### config.mk
export PLATFORM = sky130hd
export DESIGN_NAME = imudg_diag_status
export DESIGN_NICKNAME = d
export VERILOG_FILES = /design/src/imudg_pkg.sv /design/src/imudg_spi_link.sv /design/src/imudg_diag_status.sv
export SDC_FILE = /design/constraint.sdc
export NUM_CORES = 1
export LEC_CHECK = 0
export BUFFER_PORTS_ARGS = -buffer_cell sky130_fd_sc_hd__buf_2
export CELL_PAD_IN_SITES_DETAIL_PLACEMENT = 1
export CELL_PAD_IN_SITES_GLOBAL_PLACEMENT = 2
export CORE_UTILIZATION = 40
export CTS_CLUSTER_DIAMETER = 50
export DETAILED_ROUTE_END_ITERATION = 8
export GPL_TIMING_DRIVEN = 0
export PLACE_DENSITY = 0.81
export SLEW_MARGIN = 40
export SYNTH_ARGS = -nofsm -noshare
export SYNTH_HDL_FRONTEND = slang
export SYNTH_SLANG_ARGS = --single-unit
### constraint.sdc
create_clock -name core_clk -period 22.2 [get_ports core_clk]
set_input_delay 1.11 -clock core_clk [delete_from_list [all_inputs] [get_ports core_clk]]
set_output_delay 1.11 -clock core_clk [all_outputs]
set_load 0.02 [all_outputs]
### src/imudg_pkg.sv
// imudg_pkg.sv: shared constants and types of the diagnostic status bank
// assumes core_clk at 25 MHz and a 16-bit word serial link
package imudg_pkg;

  localparam int unsigned CLK_HZ = 25_000_000;
  localparam int unsigned MS_PER_S = 1000;
  localparam int unsigned RECOVER_MS = 250;
  localparam int unsigned RECOVER_CYC = RECOVER_MS * (CLK_HZ / MS_PER_S);
  localparam int RCV_W = $clog2(RECOVER_CYC + 1);

  localparam int WORD_BITS = 16;
  localparam int HALF = 16;
  localparam int CNT_W = $clog2(WORD_BITS);
  localparam int ADDR_W = 7;

  // byte addresses; a word answers at its even and odd address
  localparam logic [ADDR_W-1:0] ADDR_DIAG = 7'h02;
  localparam logic [ADDR_W-1:0] ADDR_X_LO = 7'h04;
  localparam logic [ADDR_W-1:0] ADDR_X_HI = 7'h06;
  localparam logic [ADDR_W-1:0] ADDR_Y_LO = 7'h08;
  localparam logic [ADDR_W-1:0] ADDR_Y_HI = 7'h0a;
  localparam logic [ADDR_W-1:0] ADDR_Z_LO = 7'h0c;
  localparam logic [ADDR_W-1:0] ADDR_Z_HI = 7'h0e;
  localparam logic [ADDR_W-1:0] ADDR_MSC = 7'h60;

  localparam logic [WORD_BITS-1:0] DIAG_RST = 16'h0000;
  localparam logic [WORD_BITS-1:0] DIAG_USED = 16'h00fe;
  localparam logic [WORD_BITS-1:0] MSC_RST = 16'h00c1;

  localparam int BIT_CLK_ERR = 7;
  localparam int BIT_FLASH_TEST = 6;
  localparam int BIT_SENSOR = 5;
  localparam int BIT_STANDBY = 4;
  localparam int BIT_SPI_ERR = 3;
  localparam int BIT_FLASH_UPD = 2;
  localparam int BIT_OVERRUN = 1;

  localparam int SYNC_LSB = 2;
  localparam int SYNC_MSB = 4;
  localparam logic [2:0] SYNC_SCALED = 3'h2;

  // sync stage order: sclk, cs_n, mosi
  localparam logic [2:0] PIN_IDLE = 3'h6;
  localparam logic [1:0] PREV_IDLE = 2'h3;

  typedef struct packed {
    logic [2*HALF-1:0] x;
    logic [2*HALF-1:0] y;
    logic [2*HALF-1:0] z;
  } imudg_rate_t;

  typedef struct packed {
    logic clk_unlock;
    logic flash_crc_fail;
    logic selftest_fail;
    logic flash_update_fail;
    logic overrun;
  } imudg_event_t;

  typedef struct packed {
    logic wr;
    logic [ADDR_W-1:0] addr;
    logic [7:0] data;
  } imudg_cmd_t;

  typedef enum logic [1:0] {PWR_RUN, PWR_LOW, PWR_WAIT} imudg_pwr_t;

endpackage : imudg_pkg

### src/imudg_spi_link.sv
// imudg_spi_link.sv: serial word engine, sampled on core_clk
// assumes mode 3 framing (sclk idles high) and sclk below core_clk / 4
`timescale 1ns/1ns
`default_nettype none
module imudg_spi_link
  import imudg_pkg::*;
(
  input wire logic core_clk,
  input wire logic rst_n,
  input wire logic sclk,
  input wire logic cs_n,
  input wire logic mosi,
  input wire logic [WORD_BITS-1:0] tx_word,
  output logic miso,
  output imudg_cmd_t rx_word,
  output logic word_valid,
  output logic frame_active,
  output logic frame_end,
  output logic frame_bad
);

  logic [2:0] s1_q, s2_q;
  logic [1:0] prev_q;
  logic [CNT_W-1:0] cnt_q, cnt_d;
  logic [WORD_BITS-1:0] rx_q, rx_d, sh_q, sh_d;
  logic miso_q, miso_d, wv_q, wv_d, act_q, act_d;
  logic fe_q, fe_d, fb_q, fb_d;
  logic sck_rise, sck_fall, cs_on, cs_fall, cs_rise;

  always_comb
  begin
    sck_rise = s2_q[2] & ~prev_q[1];
    sck_fall = ~s2_q[2] & prev_q[1];
    cs_on = ~s2_q[1];
    cs_fall = ~s2_q[1] & prev_q[0];
    cs_rise = s2_q[1] & ~prev_q[0];
    cnt_d = cnt_q;
    rx_d = rx_q;
    sh_d = sh_q;
    miso_d = miso_q;
    wv_d = 1'b0;
    fe_d = 1'b0;
    fb_d = fb_q;
    act_d = cs_on;
    if (cs_fall)
    begin
      cnt_d = '0;
    end
    else if (cs_on && sck_rise)
    begin
      rx_d = {rx_q[WORD_BITS-2:0], s2_q[0]};
      cnt_d = cnt_q + 1'b1;
      wv_d = (cnt_q == CNT_W'(WORD_BITS - 1));
    end
    // a new answer word is taken at the first falling edge of each word
    if (cs_on && sck_fall)
    begin
      if (cnt_q == '0)
      begin
        miso_d = tx_word[WORD_BITS-1];
        sh_d = {tx_word[WORD_BITS-2:0], 1'b0};
      end
      else
      begin
        miso_d = sh_q[WORD_BITS-1];
        sh_d = {sh_q[WORD_BITS-2:0], 1'b0};
      end
    end
    // the edge count runs over the whole select period, not per word
    if (cs_rise)
    begin
      fe_d = 1'b1;
      fb_d = (cnt_q != '0);
    end
  end

  always_ff @(posedge core_clk or negedge rst_n)
  begin
    if (!rst_n)
    begin
      s1_q <= PIN_IDLE;
      s2_q <= PIN_IDLE;
      prev_q <= PREV_IDLE;
      cnt_q <= '0;
      rx_q <= '0;
      sh_q <= '0;
      miso_q <= 1'b0;
      wv_q <= 1'b0;
      act_q <= 1'b0;
      fe_q <= 1'b0;
      fb_q <= 1'b0;
    end
    else
    begin
      s1_q <= {sclk, cs_n, mosi};
      s2_q <= s1_q;
      prev_q <= s2_q[2:1];
      cnt_q <= cnt_d;
      rx_q <= rx_d;
      sh_q <= sh_d;
      miso_q <= miso_d;
      wv_q <= wv_d;
      act_q <= act_d;
      fe_q <= fe_d;
      fb_q <= fb_d;
    end
  end

  assign miso = miso_q;
  assign rx_word = imudg_cmd_t'(rx_q);
  assign word_valid = wv_q;
  assign frame_active = act_q;
  assign frame_end = fe_q;
  assign frame_bad = fb_q;

endmodule : imudg_spi_link
`default_nettype wire

### src/imudg_diag_status.sv
// imudg_diag_status.sv: diagnostic status flags and gyro rate words
// assumes event inputs and rate samples come from core_clk logic
`timescale 1ns/1ns
`default_nettype none
module imudg_diag_status
  import imudg_pkg::*;
#(
  parameter int unsigned RECOVER_CYCLES = RECOVER_CYC
)
(
  input wire logic core_clk,
  input wire logic reset_n,
  input wire logic spi_sclk,
  input wire logic spi_cs_n,
  input wire logic spi_mosi,
  output wire logic spi_miso,
  input wire imudg_event_t events,
  input wire logic supply_low,
  input wire imudg_rate_t rate_in,
  input wire logic rate_valid,
  output logic data_halt
);

  logic [1:0] rst_s_q;
  logic rst_n;
  logic [1:0] sup_s_q;
  logic supply_low_s;

  imudg_cmd_t cmd;
  logic word_valid, frame_active, frame_end, frame_bad;

  imudg_pwr_t pwr_q, pwr_d;
  logic [RCV_W-1:0] pwr_cnt_q, pwr_cnt_d;
  logic standby_q, standby_d;

  logic [WORD_BITS-1:0] flags_q, flags_d, set_v;
  logic [WORD_BITS-1:0] msc_q, msc_d, tx_q, tx_d, rd_word;
  imudg_rate_t rate_q, rate_d, pend_q, pend_d;
  logic pend_v_q, pend_v_d;
  logic rd, wr, clr, scaled;

  // reset enters asynchronously, released through two stages
  always_ff @(posedge core_clk or negedge reset_n)
  begin
    if (!reset_n)
    begin
      rst_s_q <= '0;
    end
    else
    begin
      rst_s_q <= {rst_s_q[0], 1'b1};
    end
  end
  assign rst_n = rst_s_q[1];

  // supply comparator is asynchronous to core_clk
  always_ff @(posedge core_clk or negedge rst_n)
  begin
    if (!rst_n)
    begin
      sup_s_q <= '0;
    end
    else
    begin
      sup_s_q <= {sup_s_q[0], supply_low};
    end
  end
  assign supply_low_s = sup_s_q[1];

  imudg_spi_link u_link (
    .core_clk(core_clk),
    .rst_n(rst_n),
    .sclk(spi_sclk),
    .cs_n(spi_cs_n),
    .mosi(spi_mosi),
    .tx_word(tx_q),
    .miso(spi_miso),
    .rx_word(cmd),
    .word_valid(word_valid),
    .frame_active(frame_active),
    .frame_end(frame_end),
    .frame_bad(frame_bad)
  );

  // supply watch: processing restarts only after a full quiet period
  always_comb
  begin
    pwr_d = pwr_q;
    pwr_cnt_d = pwr_cnt_q;
    case (pwr_q)
      PWR_RUN:
      begin
        if (supply_low_s)
        begin
          pwr_d = PWR_LOW;
        end
      end
      PWR_LOW:
      begin
        if (!supply_low_s)
        begin
          pwr_d = PWR_WAIT;
          pwr_cnt_d = '0;
        end
      end
      PWR_WAIT:
      begin
        if (supply_low_s)
        begin
          pwr_d = PWR_LOW;
        end
        else if (pwr_cnt_q == RCV_W'(RECOVER_CYCLES - 1))
        begin
          pwr_d = PWR_RUN;
        end
        else
        begin
          pwr_cnt_d = pwr_cnt_q + 1'b1;
        end
      end
      default:
      begin
        pwr_d = PWR_RUN;
      end
    endcase
    standby_d = (pwr_d != PWR_RUN);
  end

  always_ff @(posedge core_clk or negedge rst_n)
  begin
    if (!rst_n)
    begin
      pwr_q <= PWR_RUN;
      pwr_cnt_q <= '0;
      standby_q <= 1'b0;
    end
    else
    begin
      pwr_q <= pwr_d;
      pwr_cnt_q <= pwr_cnt_d;
      standby_q <= standby_d;
    end
  end
  assign data_halt = standby_q;

  // register bank: flags, control word, answer word, rate snapshots
  always_comb
  begin
    rd = word_valid && !cmd.wr;
    wr = word_valid && cmd.wr;
    clr = rd && (cmd.addr[ADDR_W-1:1] == ADDR_DIAG[ADDR_W-1:1]);
    scaled = (msc_q[SYNC_MSB:SYNC_LSB] == SYNC_SCALED);
    set_v = '0;
    set_v[BIT_CLK_ERR] = events.clk_unlock && scaled;
    set_v[BIT_FLASH_TEST] = events.flash_crc_fail;
    set_v[BIT_SENSOR] = events.selftest_fail;
    set_v[BIT_STANDBY] = supply_low_s;
    set_v[BIT_SPI_ERR] = frame_end && frame_bad;
    set_v[BIT_FLASH_UPD] = events.flash_update_fail;
    set_v[BIT_OVERRUN] = events.overrun;
    // set wins over the clearing read so no event is lost
    flags_d = ((clr ? DIAG_RST : flags_q) | set_v) & DIAG_USED;
    case (cmd.addr[ADDR_W-1:1])
      ADDR_DIAG[ADDR_W-1:1]: rd_word = flags_q;
      ADDR_X_LO[ADDR_W-1:1]: rd_word = rate_q.x[HALF-1:0];
      ADDR_X_HI[ADDR_W-1:1]: rd_word = rate_q.x[2*HALF-1:HALF];
      ADDR_Y_LO[ADDR_W-1:1]: rd_word = rate_q.y[HALF-1:0];
      ADDR_Y_HI[ADDR_W-1:1]: rd_word = rate_q.y[2*HALF-1:HALF];
      ADDR_Z_LO[ADDR_W-1:1]: rd_word = rate_q.z[HALF-1:0];
      ADDR_Z_HI[ADDR_W-1:1]: rd_word = rate_q.z[2*HALF-1:HALF];
      ADDR_MSC[ADDR_W-1:1]: rd_word = msc_q;
      default: rd_word = '0;
    endcase
    tx_d = tx_q;
    if (word_valid)
    begin
      tx_d = rd ? rd_word : '0;
    end
    // only the control word takes writes; the status word ignores them
    msc_d = msc_q;
    if (wr && cmd.addr == ADDR_MSC)
    begin
      msc_d[7:0] = cmd.data;
    end
    if (wr && cmd.addr == (ADDR_MSC | 7'h01))
    begin
      msc_d[15:8] = cmd.data;
    end
    // samples are held back while the host has the link selected
    rate_d = rate_q;
    pend_d = pend_q;
    pend_v_d = pend_v_q;
    if (!frame_active && pend_v_q)
    begin
      rate_d = pend_q;
      pend_v_d = 1'b0;
    end
    if (rate_valid && !standby_q)
    begin
      if (frame_active)
      begin
        pend_d = rate_in;
        pend_v_d = 1'b1;
      end
      else
      begin
        rate_d = rate_in;
        pend_v_d = 1'b0;
      end
    end
  end

  always_ff @(posedge core_clk or negedge rst_n)
  begin
    if (!rst_n)
    begin
      flags_q <= DIAG_RST;
      msc_q <= MSC_RST;
      tx_q <= '0;
      rate_q <= '0;
      pend_q <= '0;
      pend_v_q <= 1'b0;
    end
    else
    begin
      flags_q <= flags_d;
      msc_q <= msc_d;
      tx_q <= tx_d;
      rate_q <= rate_d;
      pend_q <= pend_d;
      pend_v_q <= pend_v_d;
    end
  end
endmodule : imudg_diag_status
`default_nettype wire

==> impl_metrics.py <==
metrics = {
    "clock_tree": {
        "cts_tree": "yes",
        "postCtsResizedCells": 0,
        "clockBufferDepth": 3,
        "h-tree-depth": 2,
        "clock_latency_ps": 520,
        "hold_buffers": 0,
        "cts_buffers": 40,
        "clkSinkCount": 310,
        "cts_root_buf": "clkbuf_16",
        "cts_setup_buffers": 0,
        "cts.clk_slew.worst_paths_ps": 60,
    },
    "status": {
        "status": "finished, final reports clean",
    },
    "worst_setup_path": {
        "crit_chain": "buf_2, nor2b_1, clkbuf_1, nor2b_1, clkbuf_1, clkbuf_1, buf_1, a22oi_1, o21ai_0",
        "startpoint_type": "input pin",
        "end_kind": "flip-flop",
        "worstSetupPathType": "input pin to flip-flop",
        "cpLargestDelayFamily": "buffers and inverters",
        "crit_path_frequent_cell": "clkbuf_1",
        "critPathMaxStageDelay_ps": 530,
        "r2r_slack_ps": 19250,
        "worstReg2RegStart": "u_link.frame_active",
        "cpMaxStageDelayCell": "clkbuf_1",
        "crit_buf_inv": 5,
        "crit_path_max_fanout": 10,
        "cp.required_ps": 22620,
        "arrival_ps": 3720,
        "ff2ff_path_depth": 6,
        "r2r_end": "pend_q[60]",
    },
    "global_routing": {
        "grt_pass1_vias": 10570,
        "grt.overflow.total": 0,
        "grt_max_degree": 43,
        "antenna_found_initial": 0,
        "grt_usage_pct": 23.26,
        "grt_pass1_wl_um": 60760,
    },
    "route": {
        "final_antenna_net_count": 0,
        "wire_per_inst_um": 21.64,
        "drt-total-wl_um": 38570,
        "drc": 0,
        "vias": 9876,
        "viasPerCell": 5.542,
        "drt_iter0_drc": 673,
        "dr.pass1.iters": 5,
    },
    "final_layout": {
        "diodes": 0,
        "fillers": 3494,
        "seqCellArea_mm2": 0.007772,
        "multi_input_area_mm2": 0.005315,
        "drive_gt1_share_pct": 27.09,
        "nNetsFinal": 1423,
        "stdcell_count": 1782,
        "fin_util_pct": 49.18,
        "syn_to_final_growth_pct": 19.81,
        "fin_area_mm2": 0.01612,
    },
    "logic_synthesis": {
        "synth_enable_flop_cells": 0,
        "netlist_instances": 1152,
        "ys_warn_count": 0,
        "ys.flop_type": "dfrtp_1",
        "synth_cell_types": 57,
        "synth_seq_cells": 310,
        "synth_nets": 1263,
        "avgSynthCellArea_um2": 11.68,
        "async_flop_share_pct": 100.0,
        "ys_seq_area_share_pct": 57.73,
        "syn_area_mm2": 0.01346,
    },
    "die": {
        "ios": 110,
        "die_h_um": 185.4,
        "dieWidth_um": 185.4,
        "core-area_mm2": 0.03278,
        "dieArea_mm2": 0.03438,
        "initial_core_util_pct": 41.05,
        "fp-row-count": 66,
    },
    "timing": {
        "hold_violations": 0,
        "clock_skew_ps": 16.17,
        "rsz0062_at_grt": "no",
        "max_freq_mhz": 302.6,
        "hold_ws_ps": 144.5,
        "tightest_slew_ps": 781.6,
        "setup_viol": 0,
        "tns_ps": 0,
        "period_share_pct": 14.89,
        "slew_headroom_pct": 47.89,
        "period_needed_ps": 3305,
        "maxSlewViolCount": 0,
    },
    "placement": {
        "placed_area_mm2": 0.01477,
        "io_buffers": 109,
        "dp_hpwl_um": 28290,
        "gp_congestion": 0.8162,
        "dp.cells": 1712,
    },
    "power": {
        "p_sw_share_pct": 27.65,
        "internal_power_uw": 1228,
        "switchingPower_uw": 469.4,
        "ir_worst_vdd_mv": 0.04947,
        "seqPwrFrac_pct": 47.2,
        "power.leakage_uw": 0.006999,
        "p_comb_share_pct": 14.1,
        "pwr_density_cell_mw_per_mm2": 105.3,
        "clkPwrFrac_pct": 38.7,
    },
    "worst_hold_path": {
        "hold_path_class": "flip-flop to asynchronous set/reset pin",
    },
    "run": {
        "maxCapViolCount": 0,
    },
}
-- registers in the layout, indices dropped and copies added (netlist names), 2 cells and up --
name / count
flags_q: 7
msc_q: 16
pend_q: 96
pwr_cnt_q: 23
pwr_q: 2
rate_q: 96
rst_s_q: 2
sup_s_q: 2
tx_q: 16
u_link.cnt_q: 4
u_link.prev_q: 2
u_link.rx_word: 16
u_link.s1_q: 3
u_link.s2_q: 3
u_link.sh_q: 15
-- routing by layer --
metal | vias up | routed length, um | GRT usage (%)
li1 | 4497 | - | -
met3 | 54 | 1423 | 2.930
met2 | 210 | 18720 | 37.98
met5 | - | 0 | 0
met4 | 0 | 898 | 6.017
met1 | 5115 | 17530 | 32.65
-- power groups by stage --
stage          clock (uW)  combinational, uW  sequential (uW)
2_1_floorplan           0                162              769
3_3_place_gp            0                212              813
3_5_place_dp            0                240              807
4_1_cts               670                242              800
5_1_grt               692                269              814
6_report              657                239              801
-- cells in the mapped netlist, types with 7 or more instances --
cell type	number	share of area [%]
nand3_1	21	0.78
a22oi_1	103	5.7
a21oi_1	23	0.86
nor2_1	45	1.3
dfrtp_1	301	56
buf_1	16	0.45
and3_1	15	0.70
o22ai_1	16	0.74
xor2_1	15	0.98
mux2i_1	18	1.3
inv_1	24	0.67
mux2_2	137	11
a22o_1	8	0.52
mux4_2	11	1.8
nand2_1	126	3.5
nor2b_1	7	0.33
buf_2	10	0.37
a32oi_1	8	0.52
clkbuf_1	54	1.5
nand4_1	8	0.37
o21ai_0	104	3.9
dfstp_2	9	1.8
-- placed cells by master (no fill, tap or decap), types with 5 or more instances in the layout --
cell type	synthesis	final
a21o_1	6	6
a21oi_1	23	23
a22o_1	8	8
a22oi_1	103	103
a32oi_1	8	8
and2_1	5	5
and3_1	15	15
buf_1	16	16
buf_12	0	9
buf_2	10	119
clkbuf_1	54	59
clkbuf_16	0	41
clkbuf_8	0	7
clkinvlp_4	0	6
dfrtp_1	301	300
dfstp_2	9	9
inv_1	24	24
mux2_2	137	137
mux2i_1	18	18
mux4_2	11	11
nand2_1	126	126
nand3_1	21	21
nand4_1	8	8
nor2_1	45	44
nor2b_1	7	7
o21ai_0	104	104
o22ai_1	16	16
xor2_1	15	15
-- worst max path at each step --
stage | start | end | cells after the start
after floorplan | rst_s_q[1] | data_halt | 0
after global placement | rst_s_q[1] | pwr_cnt_q[20] | 0
after detailed placement | rate_valid | rate_q[91] | 9
after CTS | rate_valid | rate_q[91] | 9
after global routing | rate_valid | rate_q[91] | 9
final | rate_valid | rate_q[91] | 9
-- kinds of logic after synthesis --
| kind of cell | after synthesis | share of synthesized area [%] |
|---|---|---|
| AO/OA/AOI/OAI | 291 | 14.03 |
| XOR/XNOR | 17 | 1.106 |
| AND/OR/NAND/NOR | 260 | 9.195 |
| other | 1 | 0.02786 |
| flip-flops | 310 | 57.73 |
| multiplexers | 166 | 14.64 |
| adder cells (fa/ha/maj) | 3 | 0.2789 |
| buffers and inverters | 104 | 2.994 |
-- stage by stage --
stage	power, uW	worst slack [ps]
3_3_place_gp	1024	9087
4_1_cts	1712	18850
2_1_floorplan	931.7	12940
6_report	1697	18900
3_5_place_dp	1047	18340
5_1_grt	1775	18710
-- area by class of cell --
cell class | instances | share of cell area [%]
clock inverter | 17 | 1.327
buffer | 80 | 1.940
clock buffer | 53 | 7.077
inverter | 24 | 0.5587
sequential | 310 | 48.20
tap | 442 | 3.430
timing repair buffer | 118 | 4.501
multi-input combinational | 738 | 32.96
(Power assumes the default switching activity.)
